## config.mk

```make
export PLATFORM = sky130hd
export DESIGN_NAME = ssq_sequencer
export DESIGN_NICKNAME = d
export VERILOG_FILES = /design/src/design/unused_placeholder_none.sv /design/src/design/ssq_pkg.sv /design/src/design/ssq_sequencer.sv
export SDC_FILE = /design/constraint.sdc
export NUM_CORES = 1
export LEC_CHECK = 0
export BUFFER_PORTS_ARGS = -buffer_cell sky130_fd_sc_hd__buf_2
export CORE_MARGIN = 2
export CORE_UTILIZATION = 55
export CTS_BUF_LIST = sky130_fd_sc_hd__clkbuf_4
export DETAILED_ROUTE_END_ITERATION = 10
export GPL_ROUTABILITY_DRIVEN = 0
export PLACE_DENSITY_LB_ADDON = 0.2
export SETUP_SLACK_MARGIN = 0.02
export SYNTH_ARGS = -nofsm -noshare
export SYNTH_HDL_FRONTEND = slang
export SYNTH_SLANG_ARGS = --single-unit
```

## constraint.sdc

```tcl
create_clock -name i_clk_sys -period 7.1 [get_ports i_clk_sys]
set_input_delay 0.71 -clock i_clk_sys [delete_from_list [all_inputs] [get_ports i_clk_sys]]
set_output_delay 0.71 -clock i_clk_sys [all_outputs]
set_load 0.02 [all_outputs]
```

## src/design/unused_placeholder_none.sv

```systemverilog
// Intentionally empty design unit list: sequencer has no further files
`timescale 1ns/1ns
`default_nettype none
`default_nettype wire

```

## src/design/ssq_pkg.sv

```systemverilog
// Shared constants and carrier types for the subinstruction sequencer
package ssq_pkg;

	// ------------------------------------------------------------------
	// Timing
	// ------------------------------------------------------------------
	localparam int CLK_MHZ      = 250;
	localparam int TP_PERIOD_NS = 1000;
	localparam int TP_CYCLES    = TP_PERIOD_NS * CLK_MHZ / 1000;
	localparam int TP_PER_MEM   = 12;
	localparam int CYC_W        = 8;
	localparam logic [CYC_W-1:0] CYC_LAST  = 8'(TP_CYCLES - 1);
	localparam logic [CYC_W-1:0] CYC_CLEAR = 8'h00;
	localparam logic [CYC_W-1:0] CYC_LOAD  = 8'h01;
	localparam logic [3:0] TP_FIRST  = 4'h1;
	localparam logic [3:0] TP_LAST   = 4'(TP_PER_MEM);
	localparam logic [3:0] TP_SEL    = 4'h1;
	localparam logic [3:0] TP_XFER   = 4'h2;
	localparam logic [3:0] TP_TEST   = 4'h3;
	localparam logic [3:0] TP_CARRY  = 4'h4;
	localparam logic [3:0] TP_STORE  = 4'h5;

	// ------------------------------------------------------------------
	// Data and instruction register layout
	// ------------------------------------------------------------------
	localparam int WL_W       = 16;
	localparam int SQ_W       = 7;
	localparam int WL_SQ_LSB  = 10;
	localparam logic [WL_W-1:0] CONST_FIFTEEN = 16'h000d;
	localparam logic [WL_W-1:0] MINUS_ZERO    = 16'hffff;
	localparam logic [WL_W-1:0] WL_RESET      = 16'h0000;
	localparam logic [SQ_W-1:0] SQ_RESET      = 7'h00;
	localparam logic [SQ_W-1:0] SQ_GO_START   = 7'h00;
	localparam logic [SQ_W-1:0] SQ_INTERRUPT  = 7'h47;
	localparam logic [2:0] OP_DIVIDE   = 3'h1;
	localparam logic [2:0] OP_DC_ADD   = 3'h3;
	localparam logic [2:0] OP_DC_SUB   = 3'h4;
	localparam logic [2:0] OP_MULTIPLY = 3'h7;
	localparam logic [2:0] OP_TRANSFER = 3'h0;
	localparam logic [2:0] OP_BRANCH   = 3'h1;
	localparam logic [2:0] QC_ENTRY    = 3'h7;

	// ------------------------------------------------------------------
	// Stage counter values
	// ------------------------------------------------------------------
	localparam logic [2:0] STG_0 = 3'h0;
	localparam logic [2:0] STG_1 = 3'h1;
	localparam logic [2:0] STG_2 = 3'h2;
	localparam logic [2:0] STG_3 = 3'h3;
	localparam logic [2:0] STG_4 = 3'h4;

	// ------------------------------------------------------------------
	// Types
	// ------------------------------------------------------------------
	typedef enum logic [3:0] {
		FAM_TRANSFER, FAM_GENERAL, FAM_DIVIDE, FAM_MULTIPLY,
		FAM_INTERRUPT, FAM_DOUBLE, FAM_GO_START, FAM_COUNT
	} ssq_family_t;

	typedef enum logic [2:0] {
		plus_increment_step, minus_increment_step, diminish_step,
		minus_angle_count_step, shift_count_step, shift_add_count_step
	} ssq_count_t;

	typedef struct packed {
		logic indirect_register_read_pulse;
		logic const_fifteen_read_pulse;
		logic buffer_read_pulse;
		logic return_reg_write_pulse;
		logic indirect_register_write_pulse;
		logic instr_reg_write_pulse;
		logic minus_zero_test_pulse;
		logic acc_to_x_direct_pulse;
		logic central_reg_or_carry_pulse;
		logic next_instruction_pulse;
		logic stage_counter_reset_pulse;
		logic stage_advance_pulse;
	} ssq_pulse_t;

	typedef struct packed {
		logic ret_clear;
		logic ret_load;
		logic cp_clear;
		logic cp_load;
	} ssq_wr_t;

endpackage

```

## src/design/ssq_sequencer.sv

```systemverilog
// Subinstruction sequencer: step selection, timing and control pulses
//
// Functional notes
// - Divide runs stages 0,1,3,7,6,4 then 2
// - Interrupt entry runs stages 0,1,2 under 10.7
// - Double clear add/sub run stages 0,1,2
// - Counter steps use no order code or stage
// - Indirect read puts addressed register on lines
// - Constant read drives thirteen (16'h000d) onto write lines
// - Every write clears destination, then loads it
// - Return register write loads only that register
// - Indirect write clears, loads addressed register
// - Minus-zero test sets branch flag two
// - Accumulator copied to X without write lines
// - Carry pulse loads one into adder carry
// - Next instruction reads buffer, loads order at 12
// - Stage reset pulse restarts from stage zero
// - Twelve one-microsecond periods per memory cycle
// - Stage output equals the step's digit
// - Stage advance complements the next higher bit
`timescale 1ns/1ns
`default_nettype none

module ssq_sequencer (
	// Clock, reset and enable
	input  wire logic                       i_clk_sys,
	input  wire logic                       i_rstn,
	input  wire logic                       i_ce,
	// Requests from surrounding logic
	input  wire logic                       i_go_start_req,
	input  wire logic                       i_interrupt_req,
	input  wire logic                       i_count_req,
	input  wire ssq_pkg::ssq_count_t        i_count_kind,
	input  wire logic                       i_extend,
	// Register data sources
	input  wire logic [ssq_pkg::WL_W-1:0]   i_buffer_data,
	input  wire logic [ssq_pkg::WL_W-1:0]   i_cp_rdata,
	input  wire logic [ssq_pkg::WL_W-1:0]   i_acc_data,
	input  wire logic [ssq_pkg::WL_W-1:0]   i_test_data,
	input  wire logic [ssq_pkg::WL_W-1:0]   i_s_addr,
	// Control pulses and write lines
	output ssq_pkg::ssq_pulse_t             o_pulse,
	output logic [ssq_pkg::WL_W-1:0]        o_wl,
	output ssq_pkg::ssq_wr_t                o_wr,
	output logic [ssq_pkg::WL_W-1:0]        o_cp_addr,
	// Direct exchange
	output logic [ssq_pkg::WL_W-1:0]        o_x_data,
	output logic                            o_x_load,
	output logic                            o_carry_set,
	output logic                            o_branch_flag_two,
	// Sequencer state
	output logic [ssq_pkg::SQ_W-1:0]        o_instruction_register,
	output logic [2:0]                      o_stage,
	output ssq_pkg::ssq_family_t            o_family,
	output ssq_pkg::ssq_count_t             o_count_kind,
	output logic [3:0]                      o_tp
);
	import ssq_pkg::*;

	// ------------------------------------------------------------------
	// State
	// ------------------------------------------------------------------
	logic [CYC_W-1:0] cyc;
	logic [3:0]       tp;
	logic [SQ_W-1:0]  instruction_register;
	logic [2:0]       stage;
	ssq_family_t      family;
	ssq_count_t       count_kind;
	ssq_pulse_t       cur;
	logic             period_end;
	logic             mct_end;
	logic             last_step;
	logic             counter_step;

	// Johnson-style advance: shift up and complement the top bit in
	function automatic logic [2:0] advance(input logic [2:0] s);
		advance = {s[1:0], ~s[2]};
	endfunction

	// Family of the sequence that an order code selects
	function automatic ssq_family_t fam_of(input logic [SQ_W-1:0] sq);
		logic       ext;
		logic [2:0] op;
		logic [2:0] qc;
		ext = sq[SQ_W-1];
		op  = sq[5:3];
		qc  = sq[2:0];
		fam_of = FAM_GENERAL;
		if (!ext && op == OP_TRANSFER) begin
			fam_of = FAM_TRANSFER;
		end else if (!ext && op == OP_BRANCH && qc[2:1] != 2'h0) begin
			fam_of = FAM_TRANSFER;
		end else if (ext && op == OP_TRANSFER && qc == QC_ENTRY) begin
			fam_of = FAM_INTERRUPT;
		end else if (ext && op == OP_DIVIDE && qc[2:1] == 2'h0) begin
			fam_of = FAM_DIVIDE;
		end else if (ext && (op == OP_DC_ADD || op == OP_DC_SUB)) begin
			fam_of = FAM_DOUBLE;
		end else if (ext && op == OP_MULTIPLY) begin
			fam_of = FAM_MULTIPLY;
		end
	endfunction

	// ------------------------------------------------------------------
	// Sequence end detection
	// ------------------------------------------------------------------
	always_comb begin
		counter_step = (family == FAM_COUNT);
		case (family)
			FAM_TRANSFER:  last_step = (stage == STG_0);
			FAM_MULTIPLY:  last_step = (stage == STG_3);
			FAM_GO_START:  last_step = 1'b0;
			FAM_COUNT:     last_step = 1'b0;
			default:       last_step = (stage == STG_2);
		endcase
	end

	// ------------------------------------------------------------------
	// Pulse table: which pulse fires in which timing period
	// ------------------------------------------------------------------
	always_comb begin
		cur = '0;
		if (tp == TP_SEL && !counter_step && family != FAM_GO_START) begin
			cur.indirect_register_read_pulse = 1'b1;
		end
		case (family)
			FAM_TRANSFER: begin
				cur.return_reg_write_pulse = (tp == TP_XFER);
			end
			FAM_DIVIDE: begin
				cur.acc_to_x_direct_pulse = (tp == TP_XFER && stage == STG_0);
				cur.minus_zero_test_pulse = (tp == TP_TEST && stage != STG_2);
			end
			FAM_MULTIPLY, FAM_DOUBLE: begin
				cur.acc_to_x_direct_pulse = (tp == TP_XFER && stage == STG_0);
				cur.central_reg_or_carry_pulse = (tp == TP_CARRY &&
					stage == STG_1);
			end
			FAM_INTERRUPT: begin
				cur.const_fifteen_read_pulse = (tp == TP_XFER &&
					stage == STG_1);
				cur.indirect_register_write_pulse = (tp == TP_TEST &&
					stage == STG_1);
			end
			FAM_COUNT: begin
				cur.indirect_register_read_pulse = (tp == TP_XFER);
				cur.indirect_register_write_pulse = (tp == TP_CARRY);
			end
			default: begin
			end
		endcase
		// Shared store step closes every sequence that ends at stage 2
		if (stage == STG_2 && tp == TP_STORE && family != FAM_COUNT &&
			family != FAM_TRANSFER && family != FAM_GO_START) begin
			cur.indirect_register_write_pulse = 1'b1;
		end
		if (tp == TP_LAST) begin
			// Reload SQ only when the instruction is finished
			cur.next_instruction_pulse    = last_step;
			cur.buffer_read_pulse         = last_step;
			cur.instr_reg_write_pulse     = last_step;
			cur.stage_counter_reset_pulse = last_step;
			cur.stage_advance_pulse = (family == FAM_DIVIDE &&
				stage != STG_4 && stage != STG_2) ||
				(family == FAM_MULTIPLY && stage != STG_3) ||
				((family == FAM_INTERRUPT || family == FAM_DOUBLE) &&
				stage == STG_0);
		end
	end

	assign period_end = (cyc == CYC_LAST);
	assign mct_end    = period_end && (tp == TP_LAST);

	// ------------------------------------------------------------------
	// Timing: cycles within a period, twelve periods per memory cycle
	// ------------------------------------------------------------------
	always_ff @(posedge i_clk_sys or negedge i_rstn) begin
		if (!i_rstn) begin
			cyc <= '0;
			tp  <= TP_FIRST;
		end else if (i_ce) begin
			if (period_end) begin
				cyc <= '0;
				tp  <= (tp == TP_LAST) ? TP_FIRST : tp + 4'h1;
			end else begin
				cyc <= cyc + 8'h01;
			end
		end
	end

	// ------------------------------------------------------------------
	// Step selection at the end of each memory cycle
	// ------------------------------------------------------------------
	// Go-to-start beats everything; counter steps and the interrupt
	// only slip in at an instruction boundary or after a counter step.
	always_ff @(posedge i_clk_sys or negedge i_rstn) begin
		if (!i_rstn) begin
			family     <= FAM_GO_START;
			stage      <= STG_1;
			count_kind <= plus_increment_step;
		end else if (i_ce && mct_end) begin
			if (i_go_start_req) begin
				family <= FAM_GO_START;
				stage  <= STG_1;
			end else if (family == FAM_GO_START) begin
				family <= FAM_TRANSFER;
				stage  <= STG_0;
			end else if ((last_step || counter_step) && i_count_req) begin
				// A finished order still gets its stage reset first
				family     <= FAM_COUNT;
				count_kind <= i_count_kind;
				stage      <= STG_0;
			end else if ((last_step || counter_step) && i_interrupt_req) begin
				family <= FAM_INTERRUPT;
				stage  <= STG_0;
			end else if (last_step || counter_step) begin
				family <= fam_of(next_sq_view());
				stage  <= counter_step ? stage : STG_0;
			end else if (cur.stage_advance_pulse) begin
				stage <= advance(stage);
			end else begin
				stage <= STG_2;
			end
		end
	end

	// Order code the next step will run under
	function automatic logic [SQ_W-1:0] next_sq_view();
		next_sq_view = instruction_register;
	endfunction

	// ------------------------------------------------------------------
	// Instruction register: cleared, then loaded from the write lines
	// ------------------------------------------------------------------
	always_ff @(posedge i_clk_sys or negedge i_rstn) begin
		if (!i_rstn) begin
			instruction_register <= SQ_RESET;
		end else if (i_ce) begin
			if (mct_end && i_go_start_req) begin
				instruction_register <= SQ_GO_START;
			end else if (mct_end && (last_step || counter_step) &&
				!i_count_req && i_interrupt_req) begin
				instruction_register <= SQ_INTERRUPT;
			end else if (cur.instr_reg_write_pulse && cyc == CYC_CLEAR) begin
				instruction_register <= SQ_RESET;
			end else if (cur.instr_reg_write_pulse && cyc == CYC_LOAD) begin
				instruction_register <= {i_extend,
					o_wl[WL_SQ_LSB +: SQ_W-1]};
			end
		end
	end

	// ------------------------------------------------------------------
	// Write lines; buffer read wins over the other sources
	// ------------------------------------------------------------------
	always_ff @(posedge i_clk_sys or negedge i_rstn) begin
		if (!i_rstn) begin
			o_wl      <= WL_RESET;
			o_cp_addr <= WL_RESET;
		end else if (i_ce) begin
			o_cp_addr <= i_s_addr;
			if (cur.buffer_read_pulse) begin
				o_wl <= i_buffer_data;
			end else if (cur.const_fifteen_read_pulse) begin
				o_wl <= CONST_FIFTEEN;
			end else if (cur.indirect_register_read_pulse) begin
				o_wl <= i_cp_rdata;
			end
		end
	end

	// ------------------------------------------------------------------
	// Write strobes: clear in the first cycle of a period, load next
	// ------------------------------------------------------------------
	always_ff @(posedge i_clk_sys or negedge i_rstn) begin
		if (!i_rstn) begin
			o_wr <= '0;
		end else if (i_ce) begin
			o_wr.ret_clear <= cur.return_reg_write_pulse &&
				cyc == CYC_CLEAR;
			o_wr.ret_load  <= cur.return_reg_write_pulse &&
				cyc == CYC_LOAD;
			o_wr.cp_clear  <= cur.indirect_register_write_pulse &&
				cyc == CYC_CLEAR;
			o_wr.cp_load   <= cur.indirect_register_write_pulse &&
				cyc == CYC_LOAD;
		end
	end

	// ------------------------------------------------------------------
	// Direct exchange, carry insert and branch test
	// ------------------------------------------------------------------
	always_ff @(posedge i_clk_sys or negedge i_rstn) begin
		if (!i_rstn) begin
			o_x_data          <= WL_RESET;
			o_x_load          <= 1'b0;
			o_carry_set       <= 1'b0;
			o_branch_flag_two <= 1'b0;
		end else if (i_ce) begin
			// X bypasses the write lines so o_wl is left untouched
			o_x_load    <= cur.acc_to_x_direct_pulse &&
				cyc == CYC_LOAD;
			o_carry_set <= cur.central_reg_or_carry_pulse &&
				cyc == CYC_LOAD;
			if (cur.acc_to_x_direct_pulse && cyc == CYC_LOAD) begin
				o_x_data <= i_acc_data;
			end
			if (cur.minus_zero_test_pulse && cyc == CYC_LOAD) begin
				o_branch_flag_two <= (i_test_data == MINUS_ZERO);
			end
		end
	end

	// ------------------------------------------------------------------
	// Visible state
	// ------------------------------------------------------------------
	always_ff @(posedge i_clk_sys or negedge i_rstn) begin
		if (!i_rstn) begin
			o_pulse                <= '0;
			o_instruction_register <= SQ_RESET;
			o_stage                <= STG_1;
			o_family               <= FAM_GO_START;
			o_count_kind           <= plus_increment_step;
			o_tp                   <= TP_FIRST;
		end else if (i_ce) begin
			o_pulse                <= cur;
			o_instruction_register <= instruction_register;
			o_stage                <= stage;
			o_family               <= family;
			o_count_kind           <= count_kind;
			o_tp                   <= tp;
		end
	end

endmodule

`default_nettype wire

```

Yosys cells after proc, flatten, opt, wreduce, memory -nomap -nowiden
Cells that the tools add are included.

Flip-flop bits (word level): 116. Input bits: 90. Logic and storage cells: 175. Output and inout port bits: 88.

Reductions and logical operators: 70. Bitwise operators: 3. $add $sub $neg: 2. Muxes and demuxes: 39. Eq/ne operators: 29.

Operator list (number): $mux W16 (3); $logic_and A1 B1 Y1 (41); $mux W3 (13); $mux W7 (4); $eq A4 B3 Y1 const B (6); $mux W4 (6); $eq A16 B16 Y1 const B (1); $eq A4 B2 Y1 const B (4); $reduce_and A2 Y1 (7); $eq A3 B2 Y1 const B (3); $eq A3 B3 Y1 const B (3); $mux W1 (9); $add A8 B1 Y8 const B (1); $eq A8 B1 Y1 const B (1); $eq A8 B8 Y1 const B (1); $logic_not A8 Y1 (1); $mux W8 (1); $ne A4 B3 Y1 const B (2); $reduce_bool A4 Y1 (2); $eq A3 B1 Y1 const B (2); $logic_not A3 Y1 (2); $ne A3 B2 Y1 const B (2); $ne A6 B6 Y1 const B (1); $logic_or A1 B1 Y1 (5); other kinds (17) (22).

Longest topological paths before layout
Gate-level depths: netlist of the first run.

Depth after elaboration: 13. Mapped depth: 9. Gate-level depth less buffers: 8.

Worst setup path after synthesis of the first run
OpenSTA, ideal clock, no wires.

Path kind: reg-to-reg. Start: register tp[0]. End: register o_wl[13] in the netlist's numbering. Setup slack: 4.719 ns. Stages on the path, launching flop included: 10. Data required time: 6.972 ns. Setup time: 0.128 ns. Buffers on the path: 1. Clock period less this slack: 2.381 ns. Arrival time: 2.253 ns. Cell sequence: dfstp_2 -> inv_1 -> ha_1 -> nand3_1 -> nor2_1 -> o21a_2 -> a21o_2 -> a21oi_2 -> buf_6 -> mux2_1.

Cells in the longest elaborated chain, start to end: 7. Elaborated cells on any way between the ends: 14. Those cells by class: 3 x eq/ne; 6 x mux; 5 x reduce/logical.

RTL lines: start: declaration (line ssq_sequencer.sv:64) `logic [3:0] tp;`; start signal: assignment (line ssq_sequencer.sv:184) `tp <= (tp == TP_LAST) ? TP_FIRST : tp + 4'h1;`; $eq A4 B1 Y1 (line ssq_sequencer.sv:123) `if (tp == TP_SEL && !counter_step && family != FAM_GO_START) begin`; $logic_and A1 B1 Y1 (2 in series) (line ssq_sequencer.sv:123); $mux W1 (line ssq_sequencer.sv:123); $mux W1 (line ssq_sequencer.sv:126) `case (family)`; $reduce_bool A3 Y1 (no line); $reduce_and A2 Y1 (no line); end signal: assignment (line ssq_sequencer.sv:263) `o_wl <= i_buffer_data;`; end signal: assignment (line ssq_sequencer.sv:267) `o_wl <= i_cp_rdata;`; end: declaration (line ssq_sequencer.sv:43) `output logic [ssq_pkg::WL_W-1:0] o_wl,`.

Several ways; a longest one is shown, not always the timed one. A chain may end at the register's enable or synchronous reset.

Final worst setup path of the first run
Start: register family[0]. End: register o_wl[8] in the netlist's numbering.

Cells in the longest elaborated chain, start to end: 8. Elaborated cells on any way between the ends: 19. Those cells by class: 5 x eq/ne; 7 x mux; 7 x reduce/logical.

RTL lines: start: declaration (line ssq_sequencer.sv:67) `ssq_family_t family;`; start signal: assignment (line ssq_sequencer.sv:217) `family <= fam_of(next_sq_view());`; $eq A4 B3 Y1 (line ssq_sequencer.sv:108, ssq_sequencer.sv:109, ssq_sequencer.sv:126); $logic_not A1 Y1 (line ssq_sequencer.sv:123); $logic_and A1 B1 Y1 (2 in series) (line ssq_sequencer.sv:123); $mux W1 (line ssq_sequencer.sv:123); $mux W1 (line ssq_sequencer.sv:126); $reduce_bool A3 Y1 (no line); $reduce_and A2 Y1 (no line).

Several ways; a longest one is shown, not always the timed one.

==> impl_metrics.tcl, run 1 <==
set metrics [dict create \
    synth_seq_cells 112 \
    p_total_mw 1.20 \
    n_antenna_cell 0 \
    cp_max_fo 16 \
    fin_util_pct 68.4 \
    start_util_pct 57.2 \
    rsz0062_at_grt "no" \
    period_minus_slack_ps 3060 \
    viasPerCell 5.70 \
    yosysTopAreaCellShare_pct 48.8 \
    yosysSeqAreaShare_pct 52.7 \
    grt_pass1_wl_mm 18.9 \
    dr.pass1.iters 5 \
    yosysMostFrequentCell "dfrtp_1" \
    holdWs_ps 220 \
    htreeDepth 3 \
    synthTopCellsByArea "dfrtp_1 (49%), mux2_2 (8.9%), mux2_1 (6.3%), dfstp_2 (3.9%), mux2i_1 (2.1%)" \
    timing.rr.end "o_wl[8]" \
    postRouteAntennaNets 0 \
    vias 4306 \
    synth_commonest_cells "dfrtp_1 (104), mux2_2 (42), mux2_1 (30)" \
    cts_hold_buf 0 \
    place_hpwl_mm 9.16 \
    synth-edff-count 0 \
    grt_pass1_vias 3995 \
    yosys.area.top_type "dfrtp_1" \
    cts_buffer_depth 2 \
    finClkSkew_ps 22.6 \
    clock_sinks 112 \
    synth_nets 555 \
    numCtsBuffers 9 \
    die_h_microns 102 \
    placed_cell_area_sq_mm 0.00626 \
    power_density_mw_per_mm2 188 \
    met2_usage_pct 39.2 \
    startpoint "family[0]" \
    met1_usage_pct 30.5 \
    timing.setup.tns_ps 0 \
    leakage_nw 3.33 \
    yosysWarnings 0 \
    grt_usage_pct 23.1 \
    crit_end "o_wl[8]" \
    port_buffers 176 \
    path_clk_slew_ps 180 \
    required_ps 7440 \
    overflow 0 \
    use_met3_pct 4.31 \
    drv_cap 0 \
    route.detailed.drc 0 \
    fp.dieW_microns 102 \
    finalSetupViolations 0 \
    core_area_sq_mm 0.00933 \
    end_kind "flip-flop" \
    ys_types 65 \
    rows 35 \
    yosys_most_used_dff "dfrtp_1" \
    synth_area_sq_mm 0.00533 \
    fin_nets 719 \
    drive_gt1_share_pct 41.0 \
    reg2reg_depth 6 \
    grt_max_degree 67 \
    ios 178 \
    cts_tree "yes" \
    r2r_slack_ps 4040 \
    antenna_found_initial 0 \
    root_buffer "clkbuf_4" \
    synthCells 458 \
    hold_class "in2async" \
    max_freq_mhz 327 \
    drtIter0Drc 233 \
    fin_crit_sh_pct 43.1 \
    busiest_layer "met2" \
    hold_viol_final 0 \
    drv_slew 0 \
    finalInstanceArea_sq_mm 0.00638 \
    startpoint_type "flip-flop" \
    die_area_sq_mm 0.0105 \
    finalWirelength_mm 12.3 \
    r2r-start "family[0]" \
    crit_type "reg2reg" \
    postSynthAreaPerCell_sq_um 11.6 \
    async_reset_ff_share_pct 100 \
    worstSkewPairLatency_ps 450 \
    timing.max_slew.rel_slack_pct 34.1 \
    syn_to_final_growth_pct 19.6 \
    tightest_slew_ps 989 \
    outcome "complete, no violations" \
    cts_setup_buffers 0 \
    cts.repair.resized 0 \
    irDropWorstVdd_mv 0.126 \
    arrival_ps 3400 \
    routedWlPerCell_microns 16.3 \
]
layout make-up:
cell class              count  area, sq um
clock inverters             7         55.1
repair buffers            178          898
flip-flops and latches    112         2810
inverters                  18         67.6
fillers                   735         2950
clock buffers               9         67.6
multi-input cells         303         2320
well taps                 129          161
cell usage in the layout (no fill, tap or decap), types with 7 or more instances in the layout:
| master | count |
|---|---|
| a21oi_1 | 15 |
| a22o_1 | 11 |
| buf_2 | 175 |
| clkbuf_4 | 9 |
| dfrtp_1 | 104 |
| dfstp_2 | 8 |
| ha_1 | 7 |
| inv_1 | 17 |
| mux2_1 | 30 |
| mux2_2 | 42 |
| mux2i_1 | 11 |
| nand2_1 | 25 |
| nand3_1 | 12 |
| nand4_1 | 13 |
| nor2_1 | 25 |
| o21ai_0 | 20 |
where the power goes:
part,internal (mW),leakage [nW],switching [mW],total (mW)
Clock,0.0753,0.0629,0.210,0.286
Combinational,0.0837,1.82,0.110,0.194
Sequential,0.681,1.44,0.0407,0.721
how the worst min path moves through the flow:
stage                         end  slack, ps
finish                o_x_data[9]        220
global route          o_x_data[9]        240
CTS                  o_x_data[12]        230
detailed placement    o_x_data[7]        470
global placement     o_x_data[13]        460
floorplan           count_kind[0]        410
cell families after synthesis:
family / count (synthesis) / share of synthesized area, %
multiplexers: 86 / 18.1
AO/OA/AOI/OAI: 93 / 11.8
AND/OR/NAND/NOR: 112 / 11.1
XOR/XNOR: 4 / 0.657
adder cells (fa/ha/maj): 7 / 1.64
buffers and inverters: 43 / 3.80
other: 1 / 0.0703
flip-flops: 112 / 52.7
state kept, by name (all words and copies together), names as in the netlist:
signal                  flops
o_cp_addr                  16
o_wl                       16
o_x_data                   16
o_pulse                     9
cyc                         8
instruction_register        7
o_instruction_register      7
o_tp                        4
o_wr                        4
tp                          4
count_kind                  3
family                      3
o_count_kind                3
o_family                    3
o_stage                     3
stage                       3
o_branch_flag_two           1
o_carry_set                 1
o_x_load                    1
layer usage:
| layer | share of wire [%] | wire, microns |
|---|---|---|
| met3 | 8.3 | 1020 |
| met5 | 0 | 0 |
| met4 | 1.1 | 138 |
| met1 | 43 | 5240 |
| met2 | 48 | 5890 |
through the flow:
step / setup WS (ps) / cells
floorplan: 4720 / 458
global placement: 3780 / 740
detailed placement: 3600 / 740
CTS: 4070 / 756
global route: 3900 / 756
finish: 4040 / 756
worst max-delay path: stages (launching register included):
cell	delay [ps]
dfrtp_1	710
xor2_1	240
and3b_1	230
o21a_2	330
a21o_2	270
a21oi_2	740
mux2_2	430
Power figures use the tool's default switching activity.
==> run 2: changes to the inputs <==
ABC_AREA = 1   (was not set)
CORE_UTILIZATION = 53   (was 55)
clock period = 2.9 ns   (was 7.1 ns; I/O delays follow)
==> run 2 against run 1 <==
  * Fmax is 41% higher
  * Highest routed layer unchanged
  * Utilization is 0.98 points lower
  * Sequential share of layout area is 1.6 points lower
  * Via count is 16% higher
  * Wire length is 9.0% higher
  * Design area is 3.8% higher
  * Clock skew is 0.81 ps lower
  * Synthesized cell count is 38% higher
  * Clock power is 150% higher
  * Area after synthesis is 1.4% higher
  * Setup slack worse by 3300 ps
==> impl_metrics.tcl, run 2 <==
set metrics [dict create \
    async_reset_ff_share_pct 100 \
    outcome "complete, no violations" \
    grt_pass1_wl_mm 22.0 \
    synth_commonest_cells "nand2_1 (211), dfrtp_1 (104), nand3_1 (73)" \
    tightest_slew_ps 631 \
    reg_top3 "o_cp_addr x16, o_wl x16, o_x_data x16" \
    clockPowerShare_pct 21.9 \
    power.switching_mw 1.08 \
    hold_class "in2reg" \
    crit_type "reg2reg" \
    clock_sinks 112 \
    synth_nets 730 \
    p_int_mw 2.14 \
    die_h_microns 105 \
    startpoint_type "flip-flop" \
    postRouteAntennaNets 0 \
    synthCells 633 \
    rows 36 \
    synth-edff-count 0 \
    timing.setup.tns_ps 0 \
    finalWirelength_mm 13.4 \
    n_antenna_cell 0 \
    cp_max_fo 17 \
    numCtsBuffers 9 \
    path_common_cell "nand2_1" \
    yosysSeqAreaShare_pct 52.0 \
    setup_slack_ps 731 \
    mostFrequentLayoutCells "nand2_1 (211), buf_2 (175), dfrtp_1 (104)" \
    period_minus_slack_ps 2170 \
    port_buffers 176 \
    start_util_pct 55.1 \
    finClkSkew_ps 21.8 \
    rsz0062_at_grt "no" \
    vias 4986 \
    path_clk_slew_ps 180 \
    ios 178 \
    finalSetupViolations 0 \
    root_buffer "clkbuf_4" \
    routedWlPerCell_microns 14.1 \
    core_area_sq_mm 0.00982 \
    drv_slew 0 \
    drive_gt1_share_pct 29.6 \
    crit_chain "inv_1 > ha_1 > nand2_2 > nor3_2 > inv_2 > nand3_4 > nand2_4 > nand2_1 > nand2_1" \
    power_density_mw_per_mm2 487 \
    synth_area_sq_mm 0.00541 \
    htreeDepth 3 \
    fin_nets 907 \
    place_hpwl_mm 9.97 \
    cpPeakStageDelay_ps 420 \
    ys_types 45 \
    p_sw_share_pct 33.5 \
    irDropWorstVdd_mv 0.254 \
    synth_seq_cells 112 \
    max_freq_mhz 461 \
    grt_max_degree 66 \
    arrival_ps 2530 \
    syn_to_final_growth_pct 22.4 \
    dr.pass1.iters 5 \
    route.detailed.drc 0 \
    crit_slowest_cell "dfstp_2" \
    postSynthAreaPerCell_sq_um 8.54 \
    p_comb_share_pct 21.1 \
    antenna_found_initial 1 \
    end_kind "flip-flop" \
    power_frac_seq_pct 57.1 \
    yosysTopAreaCellShare_pct 48.1 \
    drv_cap 0 \
    synthTopCellsByArea "dfrtp_1 (48%), nand2_1 (15%), nand3_1 (6.8%), dfstp_2 (3.9%), o21ai_0 (3.8%)" \
    pre_cts_ws_ps 790 \
    yosysWarnings 0 \
    overflow 0 \
    drtIter0Drc 289 \
    hold_viol_final 0 \
    viasPerCell 5.27 \
    n_fill_cell 865 \
    yosys_most_used_dff "dfrtp_1" \
    required_ps 3260 \
    layout_commonest_cell "nand2_1" \
    yosysMostFrequentCell "nand2_1" \
    die_area_sq_mm 0.0110 \
    leakage_nw 3.69 \
    timing.max_slew.rel_slack_pct 57.9 \
    fp.dieW_microns 105 \
    worstSkewPairLatency_ps 460 \
    grt_usage_pct 24.5 \
    fin_crit_sh_pct 74.8 \
    grt_pass1_vias 4633 \
    yosys.area.top_type "dfrtp_1" \
    cts_buffer_depth 2 \
    cts_tree "yes" \
]
## run 2: cell count changes after synthesis, moves of 6 or more
cell / change
nand2_1: +186
nand3_1: +61
mux2_2: -34
mux2_1: -21
o21ai_0: +21
inv_1: +19
mux2i_1: -11
a22o_1: -10
a21oi_1: -6
inv_2: +6
nor2_1: +6
## run 2: metal layers
metal	wire length [microns]	global-route usage (%)	vias to the layer above
met5	0	0	-
met4	190	7.43	0
met3	1170	4.87	17
met2	6320	40.0	231
met1	5730	33.4	2321
li1	-	-	2417
## run 2: area by class of cell
class | count | area, sq um | share of cell area (%)
well taps | 133 | 166 | 2.51
inverters | 43 | 161 | 2.44
clock inverters | 6 | 52.6 | 0.794
flip-flops and latches | 112 | 2810 | 42.5
multi-input cells | 449 | 2290 | 34.5
repair buffers | 195 | 1070 | 16.2
clock buffers | 9 | 67.6 | 1.02
## run 2: final timing paths
path	endpoint	cells after the start	startpoint	slack, ps
hold reg to reg	o_cp_addr[2]	2	o_cp_addr[2]	490
setup reg to reg	o_wl[1]	9	tp[0]	730
hold / removal	o_cp_addr[6]	3	i_s_addr[6]	20
setup / recovery	o_wl[1]	9	tp[0]	730
min in group asynchronous	o_branch_flag_two	2	i_rstn	360
max in group asynchronous	o_family[1]	3	i_rstn	1730
## run 2: what timing repair did
item | 4_1_cts | 5_1_grt
setup buffers | 0 | 0
hold endpoints to repair | 60 | 0
hold buffers | 14 | 0
gates resized for setup | 0 | 0
## run 2: logic make-up (layout without fill, tap and decap cells)
kind of cell	after synthesis	after routing	synth area share [%]
other	1	1	0.0693
flip-flops	112	112	52.0
AO/OA/AOI/OAI	60	60	6.18
adder cells (fa/ha/maj)	7	7	1.62
buffers and inverters	72	253	5.71
AND/OR/NAND/NOR	363	363	30.7
XOR/XNOR	1	1	0.162
multiplexers	17	17	3.54
## run 2: power by group through the flow
stage | sequential, mW | clock [mW] | combinational (mW)
after detailed placement | 1.86 | 0 | 0.670
final | 1.84 | 0.706 | 0.679
after global routing | 1.86 | 0.783 | 0.758
after CTS | 1.84 | 0.725 | 0.684
after global placement | 1.86 | 0 | 0.644
after floorplan | 1.95 | 0 | 0.299
## run 2: through the flow
step | hold WS, ps | cell area [sq um] | total power, mW | instances | utilization [%]
2_1_floorplan | -5.59 | 5410 | 2.25 | 633 | -
4_1_cts | 2.72 | 6620 | 3.25 | 947 | 67.4
3_5_place_dp | 352 | 6360 | 2.54 | 918 | 64.8
6_report | 23.9 | 6620 | 3.22 | 947 | 67.4
3_3_place_gp | 345 | 6360 | 2.50 | 918 | 64.8
5_1_grt | 7.65 | 6620 | 3.40 | 947 | 67.4
## run 2: worst max-delay path, delay by kind of cell (launching register included)
family / cells / cell delay, ps
fa+ha+maj: 1 / 210
buf+inv: 2 / 350
flops: 1 / 420
simple gates: 6 / 1080
==> run 3: changes to the inputs <==
clock period = 2.2 ns   (was 2.9 ns; I/O delays follow)
==> run 3 against run 2 <==
  * Final cell count up 2.7%
  * Fmax increased by 5.8%
  * Global-route usage is 0.67 points higher
  * First-iteration DRC count grew 8.3%
  * Setup slack worse by 580 ps
  * Sequential share of layout area down 1.9 points
  * Utilization increased by 3.1 points
  * Critical path type unchanged
  * Highest routed layer unchanged
==> impl_metrics.tcl, run 3 (synthesis gave the netlist of run 2 again) <==
set metrics [dict create \
    outcome "complete, no violations" \
    power.switching_mw 1.43 \
    crit_type "reg2reg" \
    grt_pass1_vias 4800 \
    cts_tree "yes" \
    mostFrequentLayoutCells "nand2_1 (211), buf_2 (175), dfrtp_1 (104)" \
    p_sw_share_pct 31.7 \
    fin_nets 931 \
    layout_commonest_cell "nand2_1" \
    power_frac_seq_pct 53.8 \
    root_buffer "clkbuf_4" \
    antenna_found_initial 2 \
    viasPerCell 5.16 \
    grt_usage_pct 25.2 \
    grt_max_degree 74 \
    drv_slew 0 \
    arrival_ps 2400 \
    rows 36 \
    cp_max_fo 16 \
    dr.pass1.iters 7 \
    finalWirelength_mm 13.8 \
    p_int_mw 3.08 \
    drtIter0Drc 313 \
    syn_to_final_growth_pct 28.0 \
    reg_top3 "o_cp_addr x16, o_wl x16, o_x_data x16" \
    clock_sinks 112 \
    leakage_nw 3.82 \
    required_ps 2550 \
    grt_pass1_wl_mm 22.7 \
    irDropWorstVdd_mv 0.513 \
    path_clk_slew_ps 180 \
    htreeDepth 3 \
    period_minus_slack_ps 2050 \
    ios 178 \
    core_area_sq_mm 0.00982 \
    hold_viol_final 0 \
    rsz0062_at_grt "yes" \
    drive_gt1_share_pct 29.4 \
    max_freq_mhz 488 \
    die_area_sq_mm 0.0110 \
    fin_util_pct 70.5 \
    worstSkewPairLatency_ps 450 \
    fp.dieW_microns 105 \
    startpoint_type "flip-flop" \
    fin_crit_sh_pct 93.2 \
    holdWs_ps 23.7 \
    end_kind "flip-flop" \
    hold_class "in2reg" \
    port_buffers 176 \
    overflow 0 \
    die_h_microns 105 \
    numCtsBuffers 9 \
    route.detailed.drc 0 \
    p_comb_share_pct 20.5 \
    postRouteAntennaNets 0 \
    power_density_mw_per_mm2 651 \
    vias 5024 \
    finClkSkew_ps 28.7 \
    start_util_pct 55.1 \
    timing.setup.tns_ps 0 \
    drv_cap 0 \
    cts_buffer_depth 2 \
    place_hpwl_mm 9.95 \
    finalSetupViolations 0 \
    routedWlPerCell_microns 14.2 \
    clockPowerShare_pct 25.7 \
]
## run 3: path summary, 6_finish.rpt
check,from,end,slack [ps],cells after the start
worst min-delay path,i_acc_data[5],o_x_data[5],20,2
max in group asynchronous,i_rstn,o_family[1],1210,3
worst min register to register,o_count_kind[0],o_count_kind[0],490,2
min in group asynchronous,i_rstn,o_stage[2],230,2
worst max register to register,tp[0],o_wl[0],150,9
worst max-delay path,tp[0],o_wl[0],150,9
## run 3: timing repair
item,in CTS,in global routing
endpoints found under the hold margin,60,0
hold buffers,34,0
resized for setup,0,5
setup endpoints to repair,0,27
setup buffers,0,1
## run 3: area by class of cell
cell class	count	area (sq um)
clock buffers	9	67.6
repair buffers	218	1300
flip-flops and latches	112	2810
multi-input cells	450	2310
diodes	1	2.50
clock inverters	7	100
fillers	767	2900
well taps	133	166
inverters	43	161
## run 3: critical path: stages (launching register included)
cell	delay, ps
dfstp_2	430
inv_1	130
ha_1	210
nand2_2	100
nor3_2	390
inv_2	230
nand3_4	210
nand2_8	110
nand2_1	80
nand2_1	50
## run 3: metrics by stage
stage               worst slack [ps]  cell area (sq um)  power, mW  cells
floorplan                        447               5410       2.97    633
global placement                 267               6380       3.31    920
detailed placement               113               6380       3.34    920
CTS                             56.4               6880       4.52    970
global route                   -4.77               6920       4.74    972
finish                           149               6920       4.51    973
## run 3: per-layer routing
| layer | global-route usage [%] | vias up | part of all wire (%) |
|---|---|---|---|
| li1 | - | 2474 | - |
| met1 | 33.5 | 2312 | 43 |
| met2 | 42.7 | 224 | 47 |
| met3 | 5.61 | 14 | 8.8 |
| met4 | 5.14 | 0 | 1.1 |
| met5 | 0 | - | 0 |
## run 3: power by group through the flow
stage | Sequential, mW | Clock, mW | Combinational, mW
6_report | 2.43 | 1.16 | 0.924
5_1_grt | 2.46 | 1.25 | 1.04
4_1_cts | 2.42 | 1.17 | 0.923
3_5_place_dp | 2.46 | 0 | 0.878
3_3_place_gp | 2.45 | 0 | 0.852
2_1_floorplan | 2.57 | 0 | 0.394
